$ cat config.mk
export PLATFORM = sky130hd
export DESIGN_NAME = power_mode_cfg
export DESIGN_NICKNAME = d
export VERILOG_FILES = /design/src/pm_cfg_pkg.sv /design/src/sample_byte_format.sv /design/src/power_mode_cfg.sv
export SDC_FILE = /design/constraint.sdc
export NUM_CORES = 1
export LEC_CHECK = 0
export BUFFER_PORTS_ARGS = -buffer_cell sky130_fd_sc_hd__buf_2
export CORE_AREA = 2 2 87 89
export CTS_BUF_LIST = sky130_fd_sc_hd__clkbuf_2 sky130_fd_sc_hd__clkbuf_4 sky130_fd_sc_hd__clkbuf_8
export DETAILED_ROUTE_END_ITERATION = 16
export DIE_AREA = 0 0 89 91
export PLACE_DENSITY = 0.91
export SLEW_MARGIN = 20
export SYNTH_ARGS = -nofsm -noshare
export SYNTH_HDL_FRONTEND = slang
export SYNTH_SLANG_ARGS = --single-unit
$ cat constraint.sdc
create_clock -name ref_clk -period 3.1 [get_ports ref_clk]
set_input_delay 0.155 -clock ref_clk [delete_from_list [all_inputs] [get_ports ref_clk]]
set_output_delay 0.155 -clock ref_clk [all_outputs]
set_load 0.05 [all_outputs]
$ cat src/pm_cfg_pkg.sv
// Constants, addresses and types shared by the power-mode and readout-format configuration block
package pm_cfg_pkg;

    // Register addresses
    localparam logic [7:0] CFG_ADDR = 8'h16;
    localparam logic [7:0] STATUS_ADDR = 8'h00;
    localparam logic [7:0] TEMP_ADDR = 8'h01;
    localparam logic [7:0] OUT_X_ADDR = 8'h04;
    localparam logic [7:0] OUT_LAST_ADDR = 8'h09;
    localparam logic [7:0] MAG_ADDR = 8'h0A;
    localparam logic [7:0] MAG_LAST_ADDR = 8'h0B;
    localparam logic [7:0] BUF_ADDR = 8'h0C;
    localparam logic [7:0] BUF_LAST_ADDR = 8'h11;

    // Field positions in the configuration register
    localparam int AWAKE_PM_HI = 7;
    localparam int AWAKE_PM_LO = 6;
    localparam int DORMANT_PM_HI = 5;
    localparam int DORMANT_PM_LO = 4;
    localparam int BYTE_ORDER_BIT = 3;
    localparam int THERMAL_BURST_BIT = 1;
    localparam int FAST_READ_BIT = 0;

    // Rate register nibbles
    localparam int AWAKE_NIB_HI = 7;
    localparam int AWAKE_NIB_LO = 4;
    localparam int DORMANT_NIB_HI = 3;
    localparam int DORMANT_NIB_LO = 0;

    // Reset values and field codes
    localparam logic [7:0] CFG_RESET = 8'h00;
    localparam logic [1:0] PM_LOW_CODE = 2'h0;
    localparam logic [1:0] PM_HIGH_CODE = 2'h1;
    localparam logic [3:0] NIBBLE_ZERO = 4'h0;
    localparam logic [7:0] BYTE_ZERO = 8'h00;
    localparam logic [7:0] ADDR_STEP = 8'h01;
    localparam logic [7:0] FAST_STEP = 8'h02;

    // Power-mode selection, one-hot
    typedef enum logic [2:0] {
        PM_LOW = 3'b001,
        PM_HIGH = 3'b010,
        PM_FLEX = 3'b100
    } power_mode_t;

endpackage

$ cat src/sample_byte_format.sv
// Places one byte of a 12-bit sample according to byte order and fast-read settings
`timescale 1ns/1ps
module sample_byte_format
    import pm_cfg_pkg::*;
#(
    parameter int SAMPLE_W = 12
) (
    input wire logic [SAMPLE_W-1:0] sample,
    input wire logic upper_byte,
    input wire logic big_endian,
    input wire logic fast_read,
    output logic [7:0] byte_out
);

    // Fast read always puts the top byte at the lower address, whatever the byte order
    always_comb begin
        if (fast_read && !upper_byte) begin
            byte_out = sample[SAMPLE_W-1 -: 8];
        end else if (big_endian) begin
            if (!upper_byte) begin
                byte_out = sample[SAMPLE_W-1 -: 8];
            end else begin
                byte_out = {sample[SAMPLE_W-9:0], NIBBLE_ZERO};
            end
        end else begin
            if (!upper_byte) begin
                byte_out = sample[7:0];
            end else begin
                byte_out = {NIBBLE_ZERO, sample[SAMPLE_W-1:8]};
            end
        end
    end

endmodule // sample_byte_format

$ cat src/power_mode_cfg.sv
// Power-mode and readout-format configuration register with output data read path
`timescale 1ns/1ps
module power_mode_cfg
    import pm_cfg_pkg::*;
#(
    parameter int SAMPLE_W = 12
) (
    input wire logic ref_clk,
    input wire logic rst,
    input wire logic [7:0] reg_addr,
    input wire logic [7:0] reg_wdata,
    input wire logic reg_wr,
    input wire logic reg_rd,
    output logic [7:0] reg_rdata_r,
    output logic [7:0] next_addr_r,
    input wire logic [7:0] rate_decimation_register,
    input wire logic [SAMPLE_W-1:0] accel_x,
    input wire logic [SAMPLE_W-1:0] accel_y,
    input wire logic [SAMPLE_W-1:0] accel_z,
    input wire logic [SAMPLE_W-1:0] vector_magnitude_output,
    input wire logic [SAMPLE_W-1:0] buf_x,
    input wire logic [SAMPLE_W-1:0] buf_y,
    input wire logic [SAMPLE_W-1:0] buf_z,
    input wire logic [7:0] temp_value,
    input wire logic [7:0] status_value,
    output power_mode_t awake_mode_r,
    output power_mode_t dormant_mode_r,
    output logic [3:0] awake_rate_code_r,
    output logic [3:0] awake_decimation_code_r,
    output logic [3:0] dormant_rate_code_r,
    output logic [3:0] dormant_decimation_code_r,
    output logic [7:0] cfg_value_r
);

    // Configuration register and its decode stage
    logic [7:0] cfg_r;
    logic [7:0] cfg_nxt;
    power_mode_t awake_mode_nxt;
    power_mode_t dormant_mode_nxt;
    logic [3:0] awake_rate_code_nxt;
    logic [3:0] awake_decimation_code_nxt;
    logic [3:0] dormant_rate_code_nxt;
    logic [3:0] dormant_decimation_code_nxt;

    // Read path
    logic [7:0] reg_rdata_nxt;
    logic [7:0] next_addr_nxt;
    logic [SAMPLE_W-1:0] sel_sample;
    logic sel_upper;
    logic [7:0] fmt_byte;
    logic big_endian;
    logic fast_read;

    // Decode of the two-bit power field; used for both states
    function automatic power_mode_t pm_decode(input logic [1:0] code);
        if (code == PM_LOW_CODE) begin
            pm_decode = PM_LOW;
        end else if (code == PM_HIGH_CODE) begin
            pm_decode = PM_HIGH;
        end else begin
            pm_decode = PM_FLEX;
        end
    endfunction

    // Address lies in a region that follows the byte-order setting
    function automatic logic in_sample_region(input logic [7:0] a);
        in_sample_region = (a >= OUT_X_ADDR && a <= OUT_LAST_ADDR) ||
                           (a >= MAG_ADDR && a <= MAG_LAST_ADDR) ||
                           (a >= BUF_ADDR && a <= BUF_LAST_ADDR);
    endfunction

    // Axis samples whose high byte fast-read bursts skip
    function automatic logic in_axis_region(input logic [7:0] a);
        in_axis_region = (a >= OUT_X_ADDR && a <= OUT_LAST_ADDR) ||
                         (a >= BUF_ADDR && a <= BUF_LAST_ADDR);
    endfunction

    assign big_endian = cfg_r[BYTE_ORDER_BIT];
    assign fast_read = cfg_r[FAST_READ_BIT];

    // Whole-byte write; no field can be seen half updated
    always_comb begin
        cfg_nxt = cfg_r;
        if (reg_wr && reg_addr == CFG_ADDR) begin
            cfg_nxt = reg_wdata;
        end
    end

    // Mode decode runs from the stored byte, so the decoded outputs change one cycle after cfg_value_r
    always_comb begin
        awake_mode_nxt = pm_decode(cfg_r[AWAKE_PM_HI:AWAKE_PM_LO]);
        dormant_mode_nxt = pm_decode(cfg_r[DORMANT_PM_HI:DORMANT_PM_LO]);
        awake_rate_code_nxt = NIBBLE_ZERO;
        awake_decimation_code_nxt = NIBBLE_ZERO;
        dormant_rate_code_nxt = NIBBLE_ZERO;
        dormant_decimation_code_nxt = NIBBLE_ZERO;
        case (awake_mode_nxt)
            PM_LOW: begin
                awake_rate_code_nxt = rate_decimation_register[AWAKE_NIB_HI:AWAKE_NIB_LO];
            end
            PM_HIGH: begin
                awake_rate_code_nxt = rate_decimation_register[AWAKE_NIB_HI:AWAKE_NIB_LO];
            end
            PM_FLEX: begin
                awake_decimation_code_nxt = rate_decimation_register[AWAKE_NIB_HI:AWAKE_NIB_LO];
            end
            default: begin
                awake_rate_code_nxt = NIBBLE_ZERO;
            end
        endcase
        case (dormant_mode_nxt)
            PM_LOW, PM_HIGH: begin
                dormant_rate_code_nxt = rate_decimation_register[DORMANT_NIB_HI:DORMANT_NIB_LO];
            end
            PM_FLEX: begin
                dormant_decimation_code_nxt = rate_decimation_register[DORMANT_NIB_HI:DORMANT_NIB_LO];
            end
            default: begin
                dormant_rate_code_nxt = NIBBLE_ZERO;
            end
        endcase
    end

    // Pick the sample and byte half for the addressed location
    always_comb begin
        sel_sample = accel_x;
        sel_upper = 1'b0;
        if (reg_addr >= OUT_X_ADDR && reg_addr <= OUT_LAST_ADDR) begin
            sel_upper = reg_addr[0];
            case (reg_addr[2:1])
                2'h2: sel_sample = accel_x;
                2'h3: sel_sample = accel_y;
                default: sel_sample = accel_z;
            endcase
        end else if (reg_addr >= MAG_ADDR && reg_addr <= MAG_LAST_ADDR) begin
            sel_upper = reg_addr[0];
            sel_sample = vector_magnitude_output;
        end else if (reg_addr >= BUF_ADDR && reg_addr <= BUF_LAST_ADDR) begin
            sel_upper = reg_addr[0];
            case (reg_addr[2:1])
                2'h2: sel_sample = buf_x;
                2'h3: sel_sample = buf_y;
                default: sel_sample = buf_z;
            endcase
        end
    end

    sample_byte_format #(
        .SAMPLE_W(SAMPLE_W)
    ) u_fmt (
        .sample(sel_sample),
        .upper_byte(sel_upper),
        .big_endian(big_endian),
        .fast_read(fast_read),
        .byte_out(fmt_byte)
    );

    // Read data and burst pointer; unmapped addresses read as zero
    always_comb begin
        reg_rdata_nxt = reg_rdata_r;
        next_addr_nxt = next_addr_r;
        if (reg_rd) begin
            if (reg_addr == CFG_ADDR) begin
                reg_rdata_nxt = cfg_r;
            end else if (reg_addr == STATUS_ADDR) begin
                reg_rdata_nxt = status_value;
            end else if (reg_addr == TEMP_ADDR) begin
                reg_rdata_nxt = temp_value;
            end else if (in_sample_region(reg_addr)) begin
                reg_rdata_nxt = fmt_byte;
            end else begin
                reg_rdata_nxt = BYTE_ZERO;
            end
            if (reg_addr == STATUS_ADDR) begin
                // Temperature sits between status and the first axis only when included
                next_addr_nxt = cfg_r[THERMAL_BURST_BIT] ? TEMP_ADDR : OUT_X_ADDR;
            end else if (fast_read && in_axis_region(reg_addr) && !reg_addr[0]) begin
                next_addr_nxt = reg_addr + FAST_STEP;
            end else begin
                next_addr_nxt = reg_addr + ADDR_STEP;
            end
        end
    end

    // All state registers; synchronous reset
    always_ff @(posedge ref_clk) begin
        if (rst) begin
            cfg_r <= CFG_RESET;
            awake_mode_r <= PM_LOW;
            dormant_mode_r <= PM_LOW;
            awake_rate_code_r <= NIBBLE_ZERO;
            awake_decimation_code_r <= NIBBLE_ZERO;
            dormant_rate_code_r <= NIBBLE_ZERO;
            dormant_decimation_code_r <= NIBBLE_ZERO;
            cfg_value_r <= CFG_RESET;
            reg_rdata_r <= BYTE_ZERO;
            next_addr_r <= BYTE_ZERO;
        end else begin
            cfg_r <= cfg_nxt;
            awake_mode_r <= awake_mode_nxt;
            dormant_mode_r <= dormant_mode_nxt;
            awake_rate_code_r <= awake_rate_code_nxt;
            awake_decimation_code_r <= awake_decimation_code_nxt;
            dormant_rate_code_r <= dormant_rate_code_nxt;
            dormant_decimation_code_r <= dormant_decimation_code_nxt;
            cfg_value_r <= cfg_nxt;
            reg_rdata_r <= reg_rdata_nxt;
            next_addr_r <= next_addr_nxt;
        end
    end

endmodule // power_mode_cfg

==> impl_metrics.toml <==
[routing]
drc = 0
drt-total-wl_um = 11900
top_layer = "met4"
dr_wl_met3_um = 874
ant_nets = 0
wl_met2_um = 5862
drt-vias-per-instance = 6.015
vias = 4012
wl_met1_um = 4878
wire_per_inst_um = 17.83
drt_pass1_iterations = 5
drt_iter0_drc = 283

[synth]
async_flop_share_pct = 0
synth_most_common_cell = "dfxtp_1"
synthesis.area_mm2 = 0.003282
ys.flop_type = "dfxtp_1"
yosys_warnings = 0
synth_cells = 418
ys_top_cells_by_area = "dfxtp_1 28%, a21oi_1 6.3%, a22o_1 4.8%, nand3_1 3.7%, a22oi_1 3.7%"
synthTopCellsByCount = "46 x dfxtp_1, 41 x a21oi_1, 28 x clkbuf_1, 28 x nand2_1, 24 x nand3_1"
synth_cell_types = 69
synth_top_area_share_pct = 28.06
avgSynthCellArea_um2 = 7.851
synthesis.nets = 552
ys_ff_latch = 46
synth_top_area_cell = "dfxtp_1"
synth_edf_count = 0
yosysSeqAreaShare_pct = 28.06

[die]
core-area_mm2 = 0.007137
rows = 31
die_w_um = 89
ios = 174
die_h_um = 91
die_area_mm2 = 0.008099
start_util_pct = 45.99

[placed_design]
gp_congestion = 1.088
place_ws_ns = 0.3211
dp_hpwl_um = 9266
io_buffer_count = 173

[timing]
hold_viol = 0
tns_ns = 0
period_share_pct = 83.14
clock_skew_ns = 0.005762
fin_ws_ns = 0.5227
rsz0062_at_grt = "false"
worst_pin_slew_ns = 0.9068
slew_violations = 0
timing.final.setup_violations = 0
fmaxAchievable_mhz = 388.0
slew_headroom_pct = 38.99
fin_crit_ns = 2.577

[cts]
clock_path_buffers = 2
htreeDepth = 2
cts_inserted_buffers = 5
clk_pin_slew_ns = 0.08
cts-root-buf = "clkbuf_8"
postCtsSetupRepairBufs = 0
insertion_delay_ns = 0.29
tritoncts = "done"
cts_resized = 0
ctsHoldBuffers = 0
clock_sinks = 46

[run_status]
status = "finished, final reports clean"

[final_layout]
n_fill_cell = 698
diodes = 0
nets = 702
drive_above_1_share_pct = 36.27
syn_to_final_growth_pct = 29.51

[power]
switching_share_pct = 32.47
max-vdd-ir-drop_mv = 0.1791
pwr-share-clk_pct = 24.8
cellPowerDensity_mw_per_mm2 = 320.2
p_seq_share_pct = 45.2
p_int_mw = 0.9191
report.power.total_mw = 1.361
p_sw_mw = 0.4419
p_leak_nw = 1.962
combPwrFrac_pct = 30.0

[global_routing]
grt_max_degree = 32
overflow = 0
antenna_found_initial = 0
grt_pass1_vias = 3844
grt_pass1_wl_um = 18480
grt_util_all_layers_pct = 28.54

[critical_path]
worstSetupStartpointType = "input pin"
cp.arrival_ns = 2.77
cp.required_ns = 3.29
end_kind = "flop"
worst-path-max-fanout = 11
worst-setup-path-type = "in -> reg"

[min_path]
hold_class = "in -> reg"

[run]
maxCapViolCount = 0
## power groups by stage
| stage | sequential, mW | combinational, mW | clock [mW] |
|---|---|---|---|
| floorplan | 0.690 | 0.187 | 0 |
| global placement | 0.628 | 0.393 | 0 |
| detailed placement | 0.629 | 0.399 | 0 |
| CTS | 0.615 | 0.401 | 0.344 |
| global route | 0.617 | 0.438 | 0.369 |
| finish | 0.615 | 0.408 | 0.338 |
## final timing paths
path,from,slack [ns],end,cells after the start
hold reg to reg,next_addr_r[2],0.49,next_addr_r[2],2
hold / removal,rate_decimation_register[4],0.07,awake_decimation_code_r[0],2
setup reg to reg,cfg_r[0],1.36,next_addr_r[4],4
setup / recovery,reg_addr[0],0.52,reg_rdata_r[7],10
## layer usage
metal  GRT usage [%]  vias up
li1                -     1894
met1           37.46     1871
met2           47.95      218
met3           4.636       29
met4           7.711        0
met5               0        -
## registers in the layout, summed over array words and instances (netlist names), 4 cells and up
signal	flops
dormant_rate_code_r	4
awake_rate_code_r	4
reg_rdata_r	8
dormant_decimation_code_r	4
cfg_r	8
awake_decimation_code_r	4
next_addr_r	8
## metrics by stage
stage               util (%)  std cells  hold slack [ns]  cell area, µm²
CTS                    59.55        667          0.06838            4250
detailed placement     58.45        660           0.3734            4172
global route           59.55        667          0.07193            4250
finish                 59.55        667          0.07090            4250
global placement       58.45        660           0.3646            4172
floorplan                  -        418           0.2557            3282
## placed cells by master, fill, tap and decap left out, drive strengths merged, types with 3 or more instances in the layout
master	instances
a221oi	3
and3	6
o21bai	3
a2bb2oi	3
buf	182
a211o	3
ha	6
and2	18
nor2	19
a22oi	16
o22ai	5
or3	4
nand3	24
nor4	8
nand2b	3
a22o	18
o21ai	17
clkbuf	5
a21oi	42
nor2b	12
a31oi	7
nand2	28
nand4	7
dfxtp	46
nor3	9
inv	7
a211oi	11
a21o	6
mux2i	5
a32oi	6
o31ai	3
## final cells by class
class	instances	area, µm²	share of cell area, %
Clock buffer	5	68.82	1.619
Clock inverter	2	10.01	0.2355
Inverter	7	26.28	0.6182
Multi-Input combinational cell	326	2167	50.99
Sequential cell	46	920.9	21.67
Tap cell	99	123.9	2.914
Timing Repair Buffer	182	933.4	21.96
## kinds of logic after synthesis
| group | share of synthesized area [%] |
|---|---|
| compound gates | 36.60 |
| xor+xnor | 1.068 |
| fa+ha+maj | 2.287 |
| buf+inv | 6.100 |
| flops | 28.06 |
| mux | 1.525 |
| simple gates | 24.36 |
## critical path: stages
cell and delay [ns]:
buf_2 0.22, inv_1 0.16, ha_1 0.27, or2_0 0.32, nor4_1 0.72, a2bb2oi_1 0.15, o32a_1 0.25, a21oi_1 0.19
a31oi_1 0.12, a2111oi_2 0.20
(Power assumes the default switching activity.)
